$ cat config.mk
export PLATFORM = sky130hd
export DESIGN_NAME = lcl_bank
export DESIGN_NICKNAME = d
export VERILOG_FILES = /design/src/pkg/lcl_pkg.sv /design/src/design/lcl_bank.sv /design/src/design/lcl_decode.sv
export SDC_FILE = /design/constraint.sdc
export NUM_CORES = 1
export LEC_CHECK = 0
export BUFFER_PORTS_ARGS = -buffer_cell sky130_fd_sc_hd__buf_2
export CORE_ASPECT_RATIO = 0.9
export CORE_MARGIN = 2
export CORE_UTILIZATION = 46
export DETAILED_ROUTE_END_ITERATION = 10
export GPL_TIMING_DRIVEN = 0
export PLACE_DENSITY = 0.87
export SYNTH_ARGS = -nofsm -noshare
export SYNTH_HDL_FRONTEND = slang
export SYNTH_SLANG_ARGS = --single-unit
$ cat constraint.sdc
create_clock -name ref_clk_i -period 2.3 [get_ports ref_clk_i]
set_clock_uncertainty 0.15 [all_clocks]
set_input_delay 0.46 -clock ref_clk_i [delete_from_list [all_inputs] [get_ports ref_clk_i]]
set_output_delay 0.46 -clock ref_clk_i [all_outputs]
set_load 0.02 [all_outputs]
$ cat src/pkg/lcl_pkg.sv
// Package for the per-channel line configuration register bank.
// Assumes an eight-channel line interface reached over Avalon-MM.
package lcl_pkg;
  localparam int          LCL_CHANNELS      = 8;
  localparam int          LCL_ADDR_W        = 8;
  // Register offsets within a channel; channels sit 0x10 apart
  localparam logic [7:0]  LCL_IDX_CABLE     = 8'h00;
  localparam logic [7:0]  LCL_IDX_TERM      = 8'h01;
  localparam logic [7:0]  LCL_IDX_STATUS    = 8'h0f;
  localparam logic [7:0]  LCL_IDX_STRIDE    = 8'h10;
  // Field positions of the termination control register
  localparam int          LCL_RX_TERM_BIT   = 7;
  localparam int          LCL_TX_TERM_BIT   = 6;
  localparam int          LCL_IMP_LSB       = 4;
  localparam int          LCL_JPATH_LSB     = 2;
  localparam int          LCL_JBW_BIT       = 1;
  localparam int          LCL_FIFO_BIT      = 0;
  // Reset values
  localparam logic [4:0]  LCL_CABLE_RST     = 5'h00;
  localparam logic [7:0]  LCL_TERM_RST      = 8'h00;
  // Cable length codes
  localparam logic [4:0]  LCL_CODE_T1_FIRST = 5'h08;
  localparam logic [4:0]  LCL_CODE_T1_LAST  = 5'h0c;
  localparam logic [4:0]  LCL_CODE_T1_ARB   = 5'h0d;
  localparam logic [4:0]  LCL_CODE_E1_COAX  = 5'h1c;
  localparam logic [4:0]  LCL_CODE_E1_PAIR  = 5'h1d;
  // Decoded selections
  typedef enum logic [1:0] {
    LCL_STD_NONE = 2'b00,
    LCL_STD_T1   = 2'b01,
    LCL_STD_E1   = 2'b10
  } lcl_std_t;
  typedef enum logic [1:0] {
    LCL_CODING_NONE = 2'b00,
    LCL_CODING_B8ZS = 2'b01,
    LCL_CODING_HDB3 = 2'b10
  } lcl_coding_t;
  typedef enum logic [1:0] {
    LCL_CABLE_NONE = 2'b00,
    LCL_CABLE_TP100 = 2'b01,
    LCL_CABLE_COAX75 = 2'b10,
    LCL_CABLE_TP120 = 2'b11
  } lcl_cable_t;
  typedef enum logic [1:0] {
    LCL_IMP_100 = 2'b00,
    LCL_IMP_110 = 2'b01,
    LCL_IMP_75  = 2'b10,
    LCL_IMP_120 = 2'b11
  } lcl_imp_t;
  typedef enum logic [1:0] {
    LCL_JA_OFF = 2'b00,
    LCL_JA_TX  = 2'b01,
    LCL_JA_RX  = 2'b10
  } lcl_ja_t;
  // Jitter FIFO depths in bits
  localparam logic [6:0]  LCL_FIFO_SHALLOW  = 7'h20;
  localparam logic [6:0]  LCL_FIFO_DEEP     = 7'h40;
endpackage

$ cat src/design/lcl_bank.sv
// Eight-channel line configuration register bank with Avalon-MM slave.
// Assumes one 25 MHz clock and a synchronous active-low reset.
//
// The Avalon-MM register port is this design's own decision.
`timescale 1ns/100ps
module lcl_bank (
  // Clock and reset
  input  wire logic                          ref_clk_i,
  input  wire logic                          rst_n_i,
  // Avalon-MM slave
  input  wire logic [lcl_pkg::LCL_ADDR_W-1:0] avs_address_i,
  input  wire logic                          avs_read_i,
  input  wire logic                          avs_write_i,
  input  wire logic [31:0]                   avs_writedata_i,
  input  wire logic [3:0]                    avs_byteenable_i,
  output logic [31:0]                        avs_readdata_o,
  output logic                               avs_waitrequest_o,
  // Per-channel decoded settings, packed channel by channel
  output logic [15:0]                        std_o,
  output logic [15:0]                        coding_o,
  output logic [15:0]                        cable_o,
  output logic [23:0]                        lbo_range_o,
  output logic [7:0]                         arb_pulse_o,
  output logic [15:0]                        imp_o,
  output logic [15:0]                        ja_o,
  output logic [55:0]                        fifo_depth_o,
  output logic [7:0]                         jitter_bw_o,
  output logic [7:0]                         rx_term_en_o,
  output logic [7:0]                         tx_term_en_o
);
  import lcl_pkg::*;

  logic [4:0]  cable_code [LCL_CHANNELS];
  logic [7:0]  term_ctrl  [LCL_CHANNELS];
  logic        ack;
  logic [2:0]  chan;
  logic        hit_cable;
  logic        hit_term;
  logic        hit_status;
  logic [31:0] next_rdata;

  // Address split into channel and register; bit 7 set is unmapped
  assign chan       = avs_address_i[6:4];
  assign hit_cable  = (avs_address_i[7] == 1'b0) && ({4'h0, avs_address_i[3:0]} == LCL_IDX_CABLE);
  assign hit_term   = (avs_address_i[7] == 1'b0) && ({4'h0, avs_address_i[3:0]} == LCL_IDX_TERM);
  assign hit_status = (avs_address_i[7] == 1'b0) && ({4'h0, avs_address_i[3:0]} == LCL_IDX_STATUS);

  // One wait cycle per access; ack pulses on the completing edge
  always_ff @(posedge ref_clk_i) begin
    if (!rst_n_i) begin
      ack <= 1'b0;
    end else begin
      ack <= (avs_read_i || avs_write_i) && !ack;
    end
  end
  assign avs_waitrequest_o = (avs_read_i || avs_write_i) && !ack;

  // Configuration storage, written on the completing edge
  always_ff @(posedge ref_clk_i) begin
    if (!rst_n_i) begin
      for (int c = 0; c < LCL_CHANNELS; c++) begin
        cable_code[c] <= LCL_CABLE_RST;
        term_ctrl[c]  <= LCL_TERM_RST;
      end
    end else if (avs_write_i && ack && avs_byteenable_i[0]) begin
      if (hit_cable) begin
        cable_code[chan] <= avs_writedata_i[4:0];
      end
      if (hit_term) begin
        term_ctrl[chan] <= avs_writedata_i[7:0];
      end
    end
  end

  // Read mux; status word shows the decoded standard and coding
  always_comb begin
    next_rdata = 32'h0000_0000;
    if (hit_cable) begin
      next_rdata = {27'h0, cable_code[chan]};
    end else if (hit_term) begin
      next_rdata = {24'h0, term_ctrl[chan]};
    end else if (hit_status) begin
      next_rdata = {16'h0000, ja_o[2*chan +: 2], imp_o[2*chan +: 2],
                    coding_o[2*chan +: 2], std_o[2*chan +: 2], 1'b0,
                    fifo_depth_o[7*chan +: 7]};
    end
  end

  // Read data register, loaded while the request waits
  always_ff @(posedge ref_clk_i) begin
    if (!rst_n_i) begin
      avs_readdata_o <= 32'h0000_0000;
    end else if (avs_read_i && !ack) begin
      avs_readdata_o <= next_rdata;
    end
  end

  // One decoder per channel
  for (genvar g = 0; g < LCL_CHANNELS; g++) begin : g_chan
    lcl_decode u_dec (
      .cable_code_i (cable_code[g]),
      .term_ctrl_i  (term_ctrl[g]),
      .std_o        (std_o[2*g +: 2]),
      .coding_o     (coding_o[2*g +: 2]),
      .cable_o      (cable_o[2*g +: 2]),
      .lbo_range_o  (lbo_range_o[3*g +: 3]),
      .arb_pulse_o  (arb_pulse_o[g]),
      .imp_o        (imp_o[2*g +: 2]),
      .ja_o         (ja_o[2*g +: 2]),
      .fifo_depth_o (fifo_depth_o[7*g +: 7]),
      .rx_term_en_o (rx_term_en_o[g]),
      .tx_term_en_o (tx_term_en_o[g])
    );
    assign jitter_bw_o[g] = term_ctrl[g][LCL_JBW_BIT];
  end
endmodule

$ cat src/design/lcl_decode.sv
// Decodes one channel's stored configuration into line settings.
// Assumes registers are held by the bank above; purely combinational.
`timescale 1ns/100ps
module lcl_decode (
  // Stored fields
  input  wire logic [4:0]          cable_code_i,
  input  wire logic [7:0]          term_ctrl_i,
  // Decoded settings
  output lcl_pkg::lcl_std_t        std_o,
  output lcl_pkg::lcl_coding_t     coding_o,
  output lcl_pkg::lcl_cable_t      cable_o,
  output logic [2:0]               lbo_range_o,
  output logic                     arb_pulse_o,
  output lcl_pkg::lcl_imp_t        imp_o,
  output lcl_pkg::lcl_ja_t         ja_o,
  output logic [6:0]               fifo_depth_o,
  output logic                     rx_term_en_o,
  output logic                     tx_term_en_o
);
  import lcl_pkg::*;

  // Cable length code decode
  always_comb begin
    std_o       = LCL_STD_NONE;
    coding_o    = LCL_CODING_NONE;
    cable_o     = LCL_CABLE_NONE;
    lbo_range_o = 3'h0;
    arb_pulse_o = 1'b0;
    if (cable_code_i >= LCL_CODE_T1_FIRST && cable_code_i <= LCL_CODE_T1_LAST) begin
      std_o       = LCL_STD_T1;
      coding_o    = LCL_CODING_B8ZS;
      cable_o     = LCL_CABLE_TP100;
      lbo_range_o = 3'(cable_code_i - LCL_CODE_T1_FIRST);
    end else if (cable_code_i == LCL_CODE_T1_ARB) begin
      std_o       = LCL_STD_T1;
      coding_o    = LCL_CODING_B8ZS;
      cable_o     = LCL_CABLE_TP100;
      arb_pulse_o = 1'b1;
    end else if (cable_code_i == LCL_CODE_E1_COAX) begin
      std_o       = LCL_STD_E1;
      coding_o    = LCL_CODING_HDB3;
      cable_o     = LCL_CABLE_COAX75;
    end else if (cable_code_i == LCL_CODE_E1_PAIR) begin
      std_o       = LCL_STD_E1;
      coding_o    = LCL_CODING_HDB3;
      cable_o     = LCL_CABLE_TP120;
    end
  end

  // Impedance, attenuator and termination decode
  assign imp_o        = lcl_imp_t'(term_ctrl_i[LCL_IMP_LSB +: 2]);
  assign ja_o         = term_ctrl_i[LCL_JPATH_LSB + 1] ? LCL_JA_RX
                      : (term_ctrl_i[LCL_JPATH_LSB] ? LCL_JA_TX : LCL_JA_OFF);
  assign fifo_depth_o = term_ctrl_i[LCL_FIFO_BIT] ? LCL_FIFO_DEEP : LCL_FIFO_SHALLOW;
  assign rx_term_en_o = term_ctrl_i[LCL_RX_TERM_BIT];
  assign tx_term_en_o = term_ctrl_i[LCL_TX_TERM_BIT];
endmodule

Word level (Yosys, flattened, before mapping). Memories as Yosys holds them, arrays and structs flattened. Index checks and enable logic that the tools add are counted.

Add/sub/neg operators: 8. Multipliers: 1. $lt $le $gt $ge: 16. Equal/unequal tests: 26. Shift operators: 4. Multiplexer cells: 130. Bitwise logic cells: 1. Reduce and logical (&&, ||, !) cells: 20.

Operators by type and width (count): 2-bit two-way mux (72); 5-bit == test, second input constant (16); 7-bit two-way mux (8); 56-bit by 7-bit variable part select with 7-bit output (1); 16-bit two-way mux (3); 16-bit by 5-bit variable part select with 2-bit output (3); 5-bit by 4-bit == test with 1-bit output, second input constant (8); 5-bit by 4-bit greater-or-equal comparator with 1-bit output, second input constant (8); 5-bit by 4-bit less-or-equal comparator with 1-bit output, second input constant (8); 1-bit two-way mux (35); 3-bit two-way mux (10); 3-bit by 1-bit subtractor with 3-bit output, second input constant (8); 1-bit logical AND (15); 8-bit two-way mux (1); 8-bit OR reduction (1); 3-bit by 3-bit multiplier with 6-bit output, first input constant (1); 5-bit two-way mux (1); 5-bit OR reduction (1); 4-bit by 1-bit == test with 1-bit output, second input constant (1); 4-bit == test, second input constant (1); 4-bit zero test (1); 1-bit zero test (1); 1-bit logical OR (1); 1-bit NOT (1).

Bits in registers: 33. Bits in writable memories: 104. Input bits: 48. Output and inout port bits: 225. Word-level logic and storage cells: 210. Memories kept: 2.

Memories: term_ctrl (depth 8, width 8, read ports 9, clocked after Yosys merged registers in 0, write ports 8, line lcl_bank.sv:34) `logic [7:0] term_ctrl [LCL_CHANNELS];`; cable_code (depth 8, width 5, read ports 9, clocked after Yosys merged registers in 0, write ports 8, line lcl_bank.sv:33) `logic [4:0] cable_code [LCL_CHANNELS];`.

Longest topological paths before layout. Gate-level depths: netlist of the first run. An unclocked memory read counts as a cell.

Depth in word-level cells: 10. Depth in mapped cells: 8. Depth with buffers taken out: 5.

By module. Synthesis of the first run repeated with hierarchy kept, for this count alone.

Cell total of the unflattened synthesis: 773. Area, all modules: 8465.6 µm².

Modules (own cells, without submodules): lcl_bank (instances 1, cells an instance 549, area an instance 6894.1 µm², sequential area each 3463.3 µm²); lcl_decode (instances 8, cells an instance 28, area an instance 196.4 µm², sequential area each 0.0 µm²).

Worst setup path after synthesis of the first run. No wires, ideal clock.

Kind: input -> register. From: input avs_address_i[1] (netlist bit). To: memory term_ctrl[1][0], enable pin. Library setup time: 0.384 ns. Data arrival time: 1.839 ns. Data required time: 1.766 ns. Path slack: -0.073 ns. Stages on the path: 4. Path buffers: 0. Path through: or3_4 > nor2_4 > nand2_2 > o21ai_0.

RTL lines: start: declaration (line lcl_bank.sv:11) `input wire logic [lcl_pkg::LCL_ADDR_W-1:0] avs_address_i,`; end: declaration (line lcl_bank.sv:34).

==> qor.yml, run 1 <==
grt_use_total: 0.2611
cts_sinks: 119
drc: 0
critPathLaunchType: "flip-flop"
timing.rr.start: "ack"
worst_slack_ns: 0.004089
cts_buffer_depth: 2
ys_top_cells_by_area: "edfxtp_1 (42%), buf_4 (15%), and2_1 (8.9%), dfxtp_1 (4.0%), mux4_2 (3.3%)"
std_cell_rows: 44
drt_wl_total_um: 24290
power_frac_clock: 0.438
crit_chain: "nand2_1 > nor4b_1 > buf_4 > buf_2"
switching_share: 0.2856
vias_per_cell: 5.409
critPathBufInv: 2
worstPathRequired_ns: 1.69
r2r_end: "term_ctrl[0][4]"
synth_edf_count: 104
cts_root_buf: "clkbuf_16"
numCtsBuffers: 17
synth_common_cells: "buf_4 (146), and2_1 (107), edfxtp_1 (104)"
seqCellArea_um2: 3423
synthArstFlopShare: 0
final_max_slew_viol_count: 0
yosysSeqAreaShare: 0.4560
setup_tns_ns: 0
fp.dieH_um: 125.2
slowest_delay_ns: 0.46
clk_latency_ns: 0.43
ant_nets: 0
grt-ovfl-total: 0
powerDensity_nw_per_um2: 608.9
maxCapViolations: 0
fill_cells: 1281
cts_tree: "done"
wl_per_cell_um: 19.73
cp-end-kind: "primary output"
placed_area_um2: 8904
grt_pass1_vias: 5954
pre_cts_ws_ns: -0.8724
switchingPower_w: 0.001692
yosysMostFrequentCell: "buf_4"
hpwl_um: 17450
seqPwrFrac: 0.420
route.vias.total: 6659
cts_hold_buf: 0
dieArea_um2: 17360
start_util: 0.4670
hold_viol: 0
post-route-min-period_ns: 2.296
combPwrFrac: 0.142
syn_inst: 733
worst_pin_slew_ns: 0.7919
status: "completed"
crit_start: "cable_code[1][2]"
cellLeakagePower_nw: 4.549
area_growth_pct: 29.57
core_um2: 16080
die_w_um: 138.7
ys.flop_type: "edfxtp_1"
cpMaxStageDelayCell: "edfxtp_1"
critPathKind: "flip-flop to primary output"
io_pins: 273
worstPathMaxFanout: 6
drt_iter0_markers: 908
ys_types: 49
timing.final.crit_share: 0.9982
clkTransAtPathRegs_ns: 0.06
p_int_w: 0.004231
n_antenna_cell: 0
syn-mean-instance-area_um2: 10.24
cp_data_arrival_time_ns: 1.69
hold_depth: 4
yosys.area.top_type: "edfxtp_1"
irDropWorstVdd_mv: 0.4267
rrSetupSlack_ns: 0.09
grt_pass1_wl_um: 34460
ff2ff_path_depth: 5
fmax_mhz: 435.6
synth_top_area_share: 0.4160
hp-start: "avs_write_i"
yosys_warnings: 0
ys_seq_elements: 119
grt_max_degree: 17
layout-drive-gt1-share: 0.4395
hold_path.class: "primary input to flip-flop"
nets: 1059
first_pass_iters: 9
htree_levels: 4
setup_viol: 0
gp_congestion: 0.9679
io_buffers: 186
cp_top_family: "simple AND/OR/NAND/NOR gates"
slew_headroom: 0.4584
antenna_found_initial: 0
rsz0062_at_grt: "true"
multi_input_area_um2: 3157
synth_area_um2: 7507
final_cell_area_um2: 9727
min_to: "ack"
-- how the worst max path moves through the flow --
stage / end / slack (ns) / depth (start not counted)
final: arb_pulse_o[1] / 0.004 / 4
after global routing: std_o[3] / -0.06 / 4
after CTS: std_o[14] / -0.001 / 4
after detailed placement: term_ctrl[2][6] / -0.87 / 6
after global placement: term_ctrl[2][6] / -0.83 / 6
after floorplan: term_ctrl[2][0] / -0.06 / 4
-- per-layer routing --
metal,wire length (um),vias to the layer above,share of wire,track usage
li1,-,2943,-,-
met1,8894,3115,0.37,0.3321
met2,11110,519,0.46,0.4039
met3,3401,82,0.14,0.1092
met4,883,0,0.036,0.09150
met5,0,-,0,0
-- power by group through the flow --
stage               clock (W)  combinational, W  sequential, W
CTS                   0.00255          0.000797        0.00249
global route          0.00266          0.000877        0.00250
floorplan                   0          0.000563        0.00250
detailed placement          0          0.000783        0.00253
global placement            0          0.000775        0.00253
finish                0.00259          0.000840        0.00249
-- per-stage QoR --
| stage | power (W) | cells | hold WS [ns] | utilization |
|---|---|---|---|---|
| floorplan | 0.003066 | 788 | 0.3987 | - |
| global placement | 0.003305 | 1181 | 0.3073 | 0.5539 |
| detailed placement | 0.003315 | 1181 | 0.3318 | 0.5539 |
| CTS | 0.005838 | 1215 | 0.2664 | 0.5936 |
| global route | 0.006031 | 1231 | 0.2686 | 0.6051 |
| finish | 0.005923 | 1231 | 0.2643 | 0.6051 |
-- layout make-up --
class | count | share of cell area
Tap cell | 207 | 0.02663
Multi-Input combinational cell | 487 | 0.3245
Buffer | 166 | 0.1216
Sequential cell | 119 | 0.3519
Clock buffer | 17 | 0.04374
Clock inverter | 15 | 0.01479
Inverter | 14 | 0.005403
Timing Repair Buffer | 206 | 0.1114
-- worst register-to-register path: stages, from the launching register on --
cell	delay (ns)
dfxtp_1	0.36
nand4_1	0.18
nor2_1	0.23
nand2_2	0.20
nor3_4	0.42
nand2b_2	0.36
-- flip-flops by register name, summed over array words and instances, names as in the netlist --
register and cells:
ack 1, avs_readdata_o 14, cable_code 40, term_ctrl 64
-- what timing repair did --
action	in CTS	in global routing
endpoints found under the setup margin	59	54
gates resized for setup	17	17
setup buffers	3	17
pin swaps	0	1
-- layout by cell type (no fill, tap or decap), types with 4 or more instances in the layout --
cell type,synthesis,final
o21ai_2,0,5
conb_1,1,56
and3_1,8,8
nand2_2,4,4
clkbuf_16,0,17
edfxtp_1,104,104
nand3_1,14,14
o221ai_1,4,4
a22oi_1,10,10
nor3b_2,0,7
mux2_2,9,9
nor2b_1,18,17
a21oi_1,25,19
buf_2,9,194
dfxtp_1,15,15
nand2_1,48,48
nand3b_1,4,4
o22ai_1,5,5
mux2i_1,14,14
and2_1,107,107
nor3_1,6,6
nor3b_1,30,23
clkbuf_1,12,10
buf_4,146,167
o21ai_0,28,18
nand2b_1,17,14
mux4_2,11,11
inv_1,14,14
nor2_1,31,30
o21ai_1,0,5
inv_6,0,5
a21oi_2,0,5
-- cell families after synthesis --
family / after synthesis / synth area share
AOI/OAI and AO/OA: 92 / 0.07533
buffers and inverters: 182 / 0.1655
DFF: 119 / 0.4560
muxes: 34 / 0.06517
other: 1 / 0.0004995
and+or+nand+nor: 305 / 0.2375
(Power assumes the default switching activity.)
==> inputs of run 2 (changes only) <==
--- a/config.mk
+++ b/config.mk
@@ -12,6 +12,7 @@
 export DETAILED_ROUTE_END_ITERATION = 10
 export GPL_TIMING_DRIVEN = 0
 export PLACE_DENSITY = 0.87
+export REMOVE_ABC_BUFFERS = 1
 export SYNTH_ARGS = -nofsm -noshare
 export SYNTH_HDL_FRONTEND = slang
 export SYNTH_SLANG_ARGS = --single-unit
==> qor.yml, run 2 (synthesized netlist as in run 1, its figures left out) <==
critPathBufInv: 1  # -1
cts_hold_buf: 0  # unchanged
route.vias.total: 5718  # -14%
io_buffers: 189  # +1.6%
instances_no_fill: 1057  # -14%
cpMostUsedCell: "nor2_1"
grt_use_total: 0.2340  # -0.02712
irDropWorstVdd_mv: 0.5935  # +39%
placed_cells: 1016  # -14%
worst_pin_slew_ns: 0.7443  # -0.04762 ns
die_w_um: 138.7  # unchanged
antenna_found_initial: 0  # unchanged
htree_levels: 4  # unchanged
worstPathMaxFanout: 36  # +30
grtUsageMet3: 0.06166  # -0.04749
vias_per_cell: 5.410  # about the same
cellLeakagePower_nw: 3.682  # -19%
slew_headroom: 0.5020  # +0.04357
io_pins: 273  # unchanged
setup_tns_ns: 0  # unchanged
status: "completed"
dieArea_um2: 17360  # unchanged
first_pass_iters: 5  # -4
grt-ovfl-total: 0  # unchanged
cp_top_family: "simple AND/OR/NAND/NOR gates"
slowest_delay_ns: 0.64  # +0.18 ns
powerDensity_nw_per_um2: 669.8  # +10%
gr-usage-met1: 0.3112  # -0.02090
grt_pass1_vias: 5327  # -11%
clkTransAtPathRegs_ns: 0.06  # about the same
timing.final.crit_share: 0.9975  # about the same
layout-drive-gt1-share: 0.3247  # -0.1147
ant_nets: 0  # unchanged
cp-end-kind: "flip-flop"
cts_buffer_depth: 2  # unchanged
n_antenna_cell: 0  # unchanged
busiest_layer: "met2"
numCtsBuffers: 17  # unchanged
use_met2: 0.3634  # -0.04048
wl_per_cell_um: 19.81  # +0.38%
largest_register: "term_ctrl"
final_max_slew_viol_count: 0  # unchanged
start_util: 0.4670  # unchanged
fill_cells: 1394  # +8.8%
cp_data_arrival_time_ns: 2.43  # +0.74 ns
final_common_cell: "buf_2"
hpwl_um: 15040  # -14%
crit_chain: "buf_4 > nand4_1 > nor2_1 > nand2_2 > nor2_1 > and2_1"
top_regs: "term_ctrl x64, cable_code x40, avs_readdata_o x14"
cts_sinks: 119  # unchanged
cts_root_buf: "clkbuf_16"
grt_max_degree: 54  # +37
gp_congestion: 0.8686  # -10%
grt_pass1_wl_um: 31020  # -10%
drc: 0  # unchanged
drt_iter0_markers: 591  # -35%
drt_wl_total_um: 20930  # -14%
mostFrequentLayoutCells: "buf_2 (185), and2_1 (107), edfxtp_1 (104)"
maxCapViolations: 0  # unchanged
std_cell_rows: 44  # unchanged
setup_viol: 0  # unchanged
worstPathRequired_ns: 2.43  # +0.74 ns
critPathKind: "primary input to flip-flop"
clk_latency_ns: 0.42  # about the same
largest_reg_flops: 64  # unchanged
hold_path.class: "primary input to flip-flop"
post-route-min-period_ns: 2.294  # -0.001565 ns
cpMaxStageDelayCell: "nor2_1"
hold_viol: 0  # unchanged
critPathLaunchType: "primary input"
fmax_mhz: 435.9  # about the same
cts_tree: "done"
core_um2: 16080  # unchanged
fp.dieH_um: 125.2  # unchanged
nets: 885  # -16%
area_growth_pct: 12.83
## run 2: worst paths after layout
path,startpoint,to,slack [ns],cells after the start
worst max-delay path,rst_n_i,term_ctrl[5][3],0.006,6
worst max register to register,ack,avs_readdata_o[10],0.14,5
worst min register to register,avs_readdata_o[14],avs_readdata_o[14],0.32,2
worst min-delay path,avs_address_i[7],avs_readdata_o[4],0.27,4
## run 2: through the flow
step           cell area, um2  hold slack, ns  utilization  power, W  worst slack, ns
5_1_grt                  8471          0.2775       0.5269  0.005807        -0.001009
4_1_cts                  8358          0.2618       0.5199  0.005642          0.03098
3_3_place_gp             7729          0.3026       0.4808  0.003135           -1.316
3_5_place_dp             7729          0.3122       0.4808  0.003148           -1.357
2_1_floorplan            6524          0.3982            -  0.002878          -0.1352
6_report                 8471          0.2713       0.5269  0.005674         0.005654
## run 2: final cells by class
cell class / instances / area, um2 / share of cell area
clock buffer: 19 / 432.9 / 0.05111
clock inverter: 13 / 132.6 / 0.01566
inverter: 14 / 56.30 / 0.006647
multi-input combinational: 487 / 3123 / 0.3687
sequential: 119 / 3423 / 0.4041
tap: 207 / 259.0 / 0.03058
timing repair buffer: 198 / 1044 / 0.1232
## run 2: repair_timing
| item | CTS | global route |
|---|---|---|
| setup buffers | 1 | 8 |
| setup endpoints to repair | 177 | 94 |
| endpoints found under the hold margin | 0 | 0 |
| resized for setup | 24 | 14 |
| pin swaps | 1 | 2 |
## run 2: power breakdown
part	switching (W)	leakage, nW	internal, W	total (W)
sequential	0.0000689	1.20	0.00241	0.00248
clock	0.000954	0.262	0.00158	0.00253
combinational	0.000474	2.22	0.000182	0.000656
total	0.00150	3.68	0.00418	0.00567
## run 2: routing by layer
metal / part of all wire / up-vias
met5: 0 / -
met2: 0.46 / 358
met1: 0.40 / 2703
li1: - / 2596
met4: 0.038 / 0
met3: 0.098 / 61
## run 2: worst register-to-register path: cells and delay by family (launching register included)
kind	cells	cell delay, ns
flip-flops	1	0.32
AO/OA/AOI/OAI	1	0.29
AND/OR/NAND/NOR	3	1.21
buffers and inverters	1	0.12
